===== src/rtl/fs_pkg.sv =====
// shared constants and types for the dual-bank flash controller pair
package fs_pkg;
  // clock and operation times
  localparam int CLK_PERIOD_NS = 4;
  localparam int PROG_TIME_NS  = 40;
  localparam int ERASE_TIME_NS = 400;
  localparam int PROG_CYC      = (PROG_TIME_NS + CLK_PERIOD_NS - 1) / CLK_PERIOD_NS;
  localparam int ERASE_CYC     = (ERASE_TIME_NS + CLK_PERIOD_NS - 1) / CLK_PERIOD_NS;

  // array geometry: one bit of bank plus eight bits of offset
  localparam int IDX_W     = 9;
  localparam int ARR_SIZE  = 512;
  localparam int SECT_SIZE = 256;
  localparam int CNT_W     = 10;

  localparam logic [15:0]      VEC_HI_ADDR = 16'hffcc;
  localparam logic [15:0]      VEC_LO_ADDR = 16'hffcd;
  localparam logic [IDX_W-1:0] PROT_IDX    = 9'h1fc;
  localparam logic [7:0]       PROT_CODE   = 8'h01;
  localparam logic [7:0]       ERASED      = 8'hff;

  typedef enum logic [2:0] {
    FS_OP_READ, FS_OP_VEC, FS_OP_PROG, FS_OP_SERASE, FS_OP_CERASE
  } fs_op_e;

  // controller register map, byte offsets
  localparam logic [7:0] REG_CTRL  = 8'h00;
  localparam logic [7:0] REG_ADDR  = 8'h04;
  localparam logic [7:0] REG_WDATA = 8'h08;
  localparam logic [7:0] REG_STAT  = 8'h0c;
  localparam logic [7:0] REG_CFG   = 8'h10;
  localparam logic [7:0] REG_VEC   = 8'h14;

  // field positions
  localparam int CTRL_GO     = 0;
  localparam int CTRL_OP_LSB = 1;
  localparam int STAT_BUSY   = 8;
  localparam int STAT_DONE   = 9;
  localparam int STAT_ERR    = 10;
  localparam int STAT_IRQ    = 11;
  localparam int STAT_SAFE   = 12;
  localparam int STAT_DBUSY  = 13;
  localparam int CFG_SWAP    = 0;
  localparam int CFG_IRQ_EN  = 1;
  localparam int CFG_LVL_LSB = 2;
  localparam int CFG_SWAPACT = 4;

  // values after reset
  localparam logic [1:0] LVL_RST = 2'h3;
endpackage : fs_pkg

===== src/rtl/fs_if.sv =====
// connection between the flash array end and the cpu-side controller end
`timescale 1ns/1ps
interface fs_if;
  import fs_pkg::*;
  logic        req;
  fs_op_e      op;
  logic [15:0] addr;
  logic [7:0]  wdata;
  logic        swap_en;
  logic        irq_ack;
  logic [1:0]  irq_level;
  logic        ack;
  logic [7:0]  rdata;
  logic        refused;
  logic        busy;
  logic        irq_req;
  logic [1:0]  irq_prio;

  modport dev (
    input  req, op, addr, wdata, swap_en, irq_ack, irq_level,
    output ack, rdata, refused, busy, irq_req, irq_prio
  );
  modport host (
    output req, op, addr, wdata, swap_en, irq_ack, irq_level,
    input  ack, rdata, refused, busy, irq_req, irq_prio
  );
endinterface : fs_if


===== src/rtl/fs_flash_host.sv =====
// cpu end: apb-programmed controller that drives flash cycles and serves the interrupt
`timescale 1ns/1ps
module fs_flash_host
  import fs_pkg::*;
(
  input  wire logic        clk,
  input  wire logic        srst,
  input  wire logic        psel,
  input  wire logic        penable,
  input  wire logic        pwrite,
  input  wire logic [7:0]  paddr,
  input  wire logic [31:0] pwdata,
  output logic [31:0]      prdata,
  output logic             pready,
  output logic             pslverr,
  fs_if.host               bus
);
  typedef enum logic [1:0] {HS_IDLE, HS_CMD, HS_POLL, HS_VEC} fs_hst_e;

  fs_hst_e     st_q;
  logic [15:0] addr_q;
  logic [7:0]  wdata_q;
  logic        swap_req_q;
  logic        swap_act_q;
  logic        irq_en_q;
  logic [1:0]  lvl_q;
  logic        done_q;
  logic        err_q;
  logic [7:0]  rd_q;
  logic [15:0] vec_q;
  logic        vec_lo_q;
  logic        idle_seen_q;
  logic [7:0]  exp_q;
  logic        req_q;
  fs_op_e      op_q;
  logic [15:0] a_q;
  logic        irq_ack_q;
  logic [31:0] prdata_q;
  logic        pready_q;
  logic        pslverr_q;
  fs_op_e      new_op;
  logic [31:0] rmux;

  wire acc_new = psel & penable & ~pready_q;
  wire wr_fire = psel & penable & pready_q & pwrite;
  wire hit_ctrl = (paddr == REG_CTRL);
  wire hit_addr = (paddr == REG_ADDR);
  wire hit_wdat = (paddr == REG_WDATA);
  wire hit_stat = (paddr == REG_STAT);
  wire hit_cfg  = (paddr == REG_CFG);
  wire hit_vec  = (paddr == REG_VEC);
  wire mapped   = hit_ctrl | hit_addr | hit_wdat | hit_stat | hit_cfg | hit_vec;

  assign new_op = fs_op_e'(pwdata[CTRL_OP_LSB +: 3]);
  wire new_mod = (new_op == FS_OP_PROG) | (new_op == FS_OP_SERASE) | (new_op == FS_OP_CERASE);
  wire go      = wr_fire & hit_ctrl & pwdata[CTRL_GO];
  wire idle    = (st_q == HS_IDLE);
  // upper-bank modify refused with swap off
  wire need_swap = new_mod & (addr_q[15] | (new_op == FS_OP_CERASE)) & ~swap_act_q;
  wire go_ok   = go & idle & ~(new_mod & bus.busy) & ~need_swap;
  wire swap_pend = swap_req_q ^ swap_act_q;
  // swap applied only with no write in flight
  wire swap_apply = swap_pend & ~bus.busy & idle & ~go;
  // interrupt held off while swap change pends
  // the vector service issues reads only
  wire vec_start = bus.irq_req & irq_en_q & ~swap_pend & idle & ~go & ~irq_ack_q;
  // standby safe only with nothing in flight
  wire safe = idle & ~bus.busy;
  wire stat_clr_done = wr_fire & hit_stat & pwdata[STAT_DONE];
  wire stat_clr_err  = wr_fire & hit_stat & pwdata[STAT_ERR];

  always_comb begin
    rmux = 32'h0;
    if (hit_addr) rmux = {16'h0, addr_q};
    if (hit_wdat) rmux = {24'h0, wdata_q};
    if (hit_stat) rmux = {18'h0, bus.busy, safe, bus.irq_req, err_q, done_q, ~idle, rd_q};
    if (hit_cfg)  rmux = {27'h0, swap_act_q, lvl_q, irq_en_q, swap_req_q};
    if (hit_vec)  rmux = {16'h0, vec_q};
  end

  always_ff @(posedge clk) begin
    if (srst) begin
      pready_q   <= 1'b0;
      pslverr_q  <= 1'b0;
      prdata_q   <= '0;
      addr_q     <= '0;
      wdata_q    <= '0;
      swap_req_q <= 1'b0;
      irq_en_q   <= 1'b0;
      lvl_q      <= LVL_RST;
    end else begin
      pready_q  <= acc_new;
      pslverr_q <= acc_new & ~mapped;
      if (acc_new) prdata_q <= rmux;
      if (wr_fire & hit_addr) addr_q <= pwdata[15:0];
      if (wr_fire & hit_wdat) wdata_q <= pwdata[7:0];
      if (wr_fire & hit_cfg) begin
        swap_req_q <= pwdata[CFG_SWAP];
        irq_en_q   <= pwdata[CFG_IRQ_EN];
        lvl_q      <= pwdata[CFG_LVL_LSB +: 2];
      end
    end
  end

  always_ff @(posedge clk) begin
    if (srst) begin
      st_q        <= HS_IDLE;
      req_q       <= 1'b0;
      op_q        <= FS_OP_READ;
      a_q         <= '0;
      exp_q       <= '0;
      rd_q        <= '0;
      vec_q       <= '0;
      vec_lo_q    <= 1'b0;
      idle_seen_q <= 1'b0;
      swap_act_q  <= 1'b0;
      irq_ack_q   <= 1'b0;
      done_q      <= 1'b0;
      err_q       <= 1'b0;
    end else begin
      irq_ack_q <= 1'b0;
      if (swap_apply) swap_act_q <= swap_req_q;
      // sticky flags, a new event wins over the clear
      if (stat_clr_done) done_q <= 1'b0;
      if (stat_clr_err) err_q <= 1'b0;
      if (go & ~go_ok) err_q <= 1'b1;
      case (st_q)
        HS_IDLE: begin
          if (go_ok) begin
            st_q        <= HS_CMD;
            req_q       <= 1'b1;
            op_q        <= new_op;
            a_q         <= addr_q;
            exp_q       <= (new_op == FS_OP_PROG) ? wdata_q : ERASED;
            idle_seen_q <= 1'b0;
          end else if (vec_start) begin
            st_q     <= HS_VEC;
            req_q    <= 1'b1;
            op_q     <= FS_OP_VEC;
            a_q      <= VEC_HI_ADDR;
            vec_lo_q <= 1'b0;
          end
        end
        HS_CMD: begin
          if (bus.ack) begin
            req_q <= 1'b0;
            rd_q  <= bus.rdata;
            if (bus.refused) begin
              st_q  <= HS_IDLE;
              err_q <= 1'b1;
            end else if (op_q == FS_OP_PROG || op_q == FS_OP_SERASE || op_q == FS_OP_CERASE) begin
              st_q <= HS_POLL;
              op_q <= FS_OP_READ;
            end else begin
              st_q   <= HS_IDLE;
              done_q <= 1'b1;
            end
          end
        end
        // completion seen through the data-polling bit
        HS_POLL: begin
          if (req_q & bus.ack) begin
            req_q <= 1'b0;
            rd_q  <= bus.rdata;
            if (bus.rdata[7] == exp_q[7]) begin
              st_q   <= HS_IDLE;
              done_q <= 1'b1;
            end else if (idle_seen_q) begin
              st_q  <= HS_IDLE;
              err_q <= 1'b1;
            end else begin
              idle_seen_q <= ~bus.busy;
            end
          end else if (!req_q) begin
            req_q <= 1'b1;
          end
        end
        HS_VEC: begin
          if (req_q & bus.ack) begin
            req_q <= 1'b0;
            if (!vec_lo_q) begin
              vec_q[15:8] <= bus.rdata;
              vec_lo_q    <= 1'b1;
              a_q         <= VEC_LO_ADDR;
            end else begin
              vec_q[7:0] <= bus.rdata;
              irq_ack_q  <= 1'b1;
              st_q       <= HS_IDLE;
            end
          end else if (!req_q) begin
            req_q <= 1'b1;
          end
        end
        default: begin
          st_q  <= HS_IDLE;
          req_q <= 1'b0;
        end
      endcase
    end
  end

  assign prdata        = prdata_q;
  assign pready        = pready_q;
  assign pslverr       = pslverr_q;
  assign bus.req       = req_q;
  assign bus.op        = op_q;
  assign bus.addr      = a_q;
  assign bus.wdata     = wdata_q;
  assign bus.swap_en   = swap_act_q;
  assign bus.irq_ack   = irq_ack_q;
  assign bus.irq_level = lvl_q;
endmodule : fs_flash_host


===== src/flat_wrapper.sv =====
// flat-port wrapper written by rule: the top's interface ports become plain ports
module fs_flash_host_flat import fs_pkg::*;
  (clk, srst, psel, penable, pwrite, paddr, pwdata, prdata, pready, pslverr, bus_req, bus_op, bus_addr, bus_wdata, bus_swap_en, bus_irq_ack, bus_irq_level, bus_ack, bus_rdata, bus_refused, bus_busy, bus_irq_req, bus_irq_prio);
  fs_if bus_i ();
  input  wire logic clk;
  input  wire logic srst;
  input  wire logic psel;
  input  wire logic penable;
  input  wire logic pwrite;
  input  wire logic [7:0] paddr;
  input  wire logic [31:0] pwdata;
  output logic [31:0] prdata;
  output logic pready;
  output logic pslverr;
  output wire logic [$bits(bus_i.req)-1:0] bus_req;
  output wire logic [$bits(bus_i.op)-1:0] bus_op;
  output wire logic [$bits(bus_i.addr)-1:0] bus_addr;
  output wire logic [$bits(bus_i.wdata)-1:0] bus_wdata;
  output wire logic [$bits(bus_i.swap_en)-1:0] bus_swap_en;
  output wire logic [$bits(bus_i.irq_ack)-1:0] bus_irq_ack;
  output wire logic [$bits(bus_i.irq_level)-1:0] bus_irq_level;
  input wire logic [$bits(bus_i.ack)-1:0] bus_ack;
  input wire logic [$bits(bus_i.rdata)-1:0] bus_rdata;
  input wire logic [$bits(bus_i.refused)-1:0] bus_refused;
  input wire logic [$bits(bus_i.busy)-1:0] bus_busy;
  input wire logic [$bits(bus_i.irq_req)-1:0] bus_irq_req;
  input wire logic [$bits(bus_i.irq_prio)-1:0] bus_irq_prio;
  assign bus_req = bus_i.req;
  assign bus_op = bus_i.op;
  assign bus_addr = bus_i.addr;
  assign bus_wdata = bus_i.wdata;
  assign bus_swap_en = bus_i.swap_en;
  assign bus_irq_ack = bus_i.irq_ack;
  assign bus_irq_level = bus_i.irq_level;
  assign bus_i.ack = bus_ack;
  assign bus_i.rdata = bus_rdata;
  assign bus_i.refused = bus_refused;
  assign bus_i.busy = bus_busy;
  assign bus_i.irq_req = bus_irq_req;
  assign bus_i.irq_prio = bus_irq_prio;
  fs_flash_host u_core (.clk(clk), .srst(srst), .psel(psel), .penable(penable), .pwrite(pwrite), .paddr(paddr), .pwdata(pwdata), .prdata(prdata), .pready(pready), .pslverr(pslverr), .bus(bus_i));
endmodule

===== config.mk =====
export PLATFORM = sky130hd
export DESIGN_NAME = fs_flash_host_flat
export DESIGN_NICKNAME = d
export VERILOG_FILES = /design/src/rtl/fs_pkg.sv /design/src/rtl/fs_if.sv /design/src/rtl/fs_flash_host.sv /design/src/flat_wrapper.sv
export SDC_FILE = /design/constraint.sdc
export NUM_CORES = 1
export LEC_CHECK = 0
export BUFFER_PORTS_ARGS = -buffer_cell sky130_fd_sc_hd__buf_2
export CAP_MARGIN = 20
export CELL_PAD_IN_SITES_DETAIL_PLACEMENT = 1
export CELL_PAD_IN_SITES_GLOBAL_PLACEMENT = 1
export CORE_UTILIZATION = 40
export CTS_CLUSTER_DIAMETER = 150
export DETAILED_ROUTE_END_ITERATION = 12
export HOLD_SLACK_MARGIN = 0.08
export PLACE_DENSITY_LB_ADDON = 0.1
export SYNTH_ARGS = -nofsm -noshare
export SYNTH_HDL_FRONTEND = slang
export SYNTH_SLANG_ARGS = --single-unit

===== constraint.sdc =====
create_clock -name clk -period 5.01 [get_ports clk]
set_input_delay 1.002 -clock clk [delete_from_list [all_inputs] [get_ports clk]]
set_output_delay 1.002 -clock clk [all_outputs]
set_load 0.02 [all_outputs]

# Word-level counts from Yosys, hierarchy flattened
# Cells that the tools add are included.
[totals] register_bits=122
[op_classes] n_reduce_logical=20 n_mux=61 bitwise_logic=53 n_eq_ne=28
[op_table] op="$mux W16" count=9
[op_table] op="$pmux W16 S2" count=1
[op_table] op="$and A1 B1 Y1" count=30
[op_table] op="$mux W1" count=25
[op_table] op="$mux W8" count=3
[op_table] op="$mux W2" count=10
[op_table] op="$eq A8 B4 Y1 const B" count=2
[op_table] op="$eq A8 B5 Y1 const B" count=2
[op_table] op="$pmux W8 S2" count=1
[op_table] op="$mux W3" count=5
[op_table] op="$ne A2 B2 Y1 const B" count=7
[op_table] op="$not A1 Y1" count=14
[op_table] op="$eq A3 B2 Y1 const B" count=4
[op_table] op="$reduce_and A4 Y1" count=3
[op_table] op="$reduce_and A3 Y1" count=3
[op_table] op="$eq A8 B3 Y1 const B" count=1
[op_table] op="$logic_not A8 Y1" count=1
[op_table] op="$ne A2 B1 Y1 const B" count=4
[op_table] op="$or A1 B1 Y1" count=8
[op_table] op="$pmux W1 S2" count=4
[op_table] op="$pmux W2 S4" count=1
[op_table] op="$reduce_bool A2 Y1" count=4
[op_table] op="$eq A3 B3 Y1 const B" count=2
[op_table] op="$pmux W3 S2" count=1
[op_table] op="other kinds (14)" count=17

# Longest topological paths before layout
[depth] depth_word=15 ltp_mapped=9 ltp_nobuf=7

# Worst setup path after synthesis
# No wires, ideal clock.
[synth_timing] path_kind="input-to-reg" startpoint="input port paddr[1]" endpoint="register u_core.a_q[15], in the netlist u_core.bus.addr[15]" path_stages=7 setup_slack_ns=2.221 n_path_buf=2 t_arrival_ns=2.670 t_required_ns=4.891 cell_sequence="or4_4 buf_6 nor4_1 o2111a_2 nand2_2 buf_6 o221a_2"
[synth_between] elab_chain_cells=8 word_cells_on_any_way=13 cone_classes="1 x eq/ne; 2 x mux; 8 x bitwise; 2 x reduce/logical"
[synth_rtl] element="from (decl)" line="flat_wrapper.sv:10" rtl="input wire logic [7:0] paddr;"
[synth_rtl] element="$logic_not A8 Y1 *" line="fs_flash_host.sv:46" rtl="wire hit_ctrl = (paddr == REG_CTRL);"
[synth_rtl] element="$and A1 B1 Y1 * (2 in series)" line="fs_flash_host.sv:56" rtl="wire go = wr_fire & hit_ctrl & pwdata[CTRL_GO];"
[synth_rtl] element="$and A1 B1 Y1 / $not A1 Y1 (equally long branches)" line="fs_flash_host.sv:60, fs_flash_host.sv:66"
[synth_rtl] element="$and A1 B1 Y1, on equally long branches (2 in series)" line="fs_flash_host.sv:60, fs_flash_host.sv:66"
[synth_rtl] element="$ne A3 B3 Y1 (no line) / $mux W16 (equally long branches)"
[synth_rtl] element="$reduce_and A4 Y1 (no line) / $pmux W16 S2 (equally long branches)"
[synth_rtl] element="to (signal assigned)" line="fs_flash_host.sv:133" rtl="a_q <= addr_q;"
[synth_rtl] element="to (decl)" line="fs_flash_host.sv:36" rtl="logic [15:0] a_q;"
# Every way passes the cells marked *; elsewhere a longest branch is shown, timed or not.
# A chain may end at the register's enable or synchronous reset.

# Final worst setup path
[layout_timing] startpoint="input port paddr[1]" endpoint="register u_core.addr_q[10]"
[layout_between] elab_chain_cells=2
[layout_rtl] element="$eq A8 B3 Y1" line="fs_flash_host.sv:47" rtl="wire hit_addr = (paddr == REG_ADDR);"
[layout_rtl] element="$and A1 B1 Y1" line="fs_flash_host.sv:95" rtl="if (wr_fire & hit_addr) addr_q <= pwdata[15:0];"
[layout_rtl] element="to (signal assigned)" line="fs_flash_host.sv:95"
[layout_rtl] element="to (decl)" line="fs_flash_host.sv:21" rtl="logic [15:0] addr_q;"
# Every way passes these cells.

==> metrics.cfg <==
[status]
status=completed

[synthesis]
syn_area_um2=4649
ys_seq_area_share_pct=42.63
synth_edf_count=0
async_reset_ff_share_pct=0
synthCells=556
synthDistinctLibCells=60
syn_area_per_cell_um2=8.362
ys_warn_count=0
synthFlopType=dfxtp_1
synth-seq-cells=99

[cells_and_area]
nets=688
stdcell_area_um2=5400
antenna_cells=0
fillers=1372
final_core_util_pct=47.50
syn_to_final_growth_pct=16.15
layout_commonest_cell=nand2_1
most-common-layout-cells=nand2_1 (113), dfxtp_1 (99), buf_2 (90)
drive_gt1_share_pct=23.21

[route]
route.detailed.wl_per_inst_um=19.70
first_iter_violations=256
drt_pass1_iterations=4
antenna_left=0
drc=0
via_per_inst=5.667
wl_um=15210
vias=4375

[worst_hold_path]
hp-class=register to register

[clock_tree]
cts.path.max_buffers=2
postCtsResizedCells=0
cts_inserted_buffers=9
worstSkewPairLatency_ns=0.36
clock_sinks=99
cts_tree=yes
cts_max_level=3
clkTransAtPathRegs_ns=0.07
clockRootBuffer=clkbuf_16
cts_setup_buffers=0
cts_hold_buf=0

[floorplan]
start_util_pct=40.89
die_w_um=109.8
die_y_um=109.8
core_um2=11370
rows=39
ios=125
die_area_um2=12060

[grt]
grt_usage_pct=26.88
grt_antenna_before_repair=0
grt_first_pass_wirelength_um=23750
grt_pass1_vias=4314
gr-total-overflow=0
grt_max_degree=80

[sta]
rsz0062_at_grt=false
setup_viol=0
finClkSkew_ns=0.005139
max_slew_margin_pct=32.25
worst_pin_slew_ns=1.008
hold_viol_final=0
fin_hold_ws_ns=0.4521
fin_tns_setup_ns=0
maxSlewViolCount=0
fmax_mhz=317.8
fin_crit_sh_pct=62.81
finalCriticalPeriod_ns=3.147

[placement]
numPortBuffers=90
dpl_cell_area_um2=5082
place_congestion=0.7967
hpwl_um=11020

[worst_setup_path]
critPathArrivalTime_ns=3.34
start_kind=input port
criticalPathCategory=input port to register
end_kind=register
crit_fanout=16
critPathRequiredTime_ns=5.20

[pwr]
powerDensity_nw_per_um2=432.6
finalPower_mw=2.336
p_leak_nw=2.164
ir_drop_v=0.0002971

[run]
max-cap-violations=0

==> critical path: stages <==
cell and delay, ns:
buf_2 0.11, or4_4 0.62, nor3_2 0.66, nand2_1 0.63, nand2_1 0.21, a21oi_1 0.09
==> layer usage <==
metal  wire length [um]  track usage [%]
met1               6734            33.80
met2               7490            46.12
met3                734            5.453
met4                250            8.000
met5                  0                0
==> flip-flops by register name, indices dropped and copies added, names as in the netlist, 2 cells and up <==
name and cells:
u_core.addr_q 16, u_core.bus.addr 16, u_core.bus.irq_level 2, u_core.bus.op 3, u_core.bus.wdata 8, u_core.prdata 16
u_core.rd_q 8, u_core.st_q 2, u_core.vec_q 16
==> cell type report <==
| type | instances | area [um2] | area share, % |
|---|---|---|---|
| clock buffers | 10 | 229.0 | 4.240 |
| clock inverters | 6 | 88.84 | 1.645 |
| inverters | 12 | 45.04 | 0.8341 |
| multi-input cells | 408 | 2396 | 44.37 |
| flip-flops and latches | 99 | 1982 | 36.70 |
| well taps | 143 | 178.9 | 3.313 |
| repair buffers | 94 | 480.5 | 8.897 |
==> cells by family (layout without fill, tap and decap cells) <==
group,count (synthesis),count (layout),share of synthesized area [%]
xor+xnor,2,2,0.3768
compound gates,140,140,20.61
flops,99,99,42.63
simple gates,223,223,22.96
other cells,1,16,0.08065
mux,22,22,4.952
buf+inv,64,122,7.051
fa+ha+maj,5,5,1.346
==> cells in the mapped netlist (2+ instances only) <==
cell type / n / area (um2)
a32oi_1: 4 / 35.03
dfxtp_1: 99 / 1982
a221oi_1: 5 / 43.79
a221o_1: 3 / 30.03
mux2_2: 8 / 90.09
nand3_1: 22 / 110.1
nor2b_1: 6 / 37.54
or2_2: 3 / 18.77
nor2_1: 34 / 127.6
a211oi_1: 9 / 67.56
and3_1: 4 / 25.02
nand2b_1: 4 / 25.02
nor4_1: 5 / 31.28
a31oi_1: 2 / 12.51
ha_1: 5 / 62.56
a21oi_1: 64 / 320.3
nand2_1: 113 / 424.2
clkbuf_1: 27 / 101.4
nor4_4: 2 / 42.54
o221a_2: 13 / 146.4
buf_4: 16 / 120.1
nand3b_1: 3 / 22.52
buf_1: 2 / 7.510
buf_6: 3 / 33.78
nor3_1: 10 / 50.05
nor3_2: 2 / 20.02
a22oi_1: 4 / 30.03
and4b_1: 2 / 20.02
o221ai_1: 2 / 17.52
mux2i_1: 14 / 140.1
a22o_1: 7 / 61.31
o211ai_1: 5 / 37.54
buf_2: 4 / 20.02
o21ai_0: 13 / 65.06
inv_1: 12 / 45.04
==> metrics by stage <==
stage	instances	setup slack, ns
after detailed placement	756	1.532
after floorplan	571	2.221
after global placement	756	1.557
final	772	1.863
after global routing	772	1.654
after CTS	772	1.901
==> worst paths after layout <==
check,cells past startpoint,slack [ns],to,start
worst max-delay path,6,1.86,u_core.addr_q[10],paddr[1]
worst min-delay path,2,0.45,u_core.prdata[14],u_core.prdata[14]
worst max register to register,7,2.31,u_core.idle_seen_q,u_core.st_q[1]
worst min register to register,2,0.45,u_core.prdata[14],u_core.prdata[14]
==> power by group <==
| group | switching (mW) | internal [mW] |
|---|---|---|
| combinational | 0.417 | 0.248 |
| clock | 0.318 | 0.439 |
| sequential | 0.0508 | 0.863 |
Note: power is estimated with default switching activity, not from simulation.
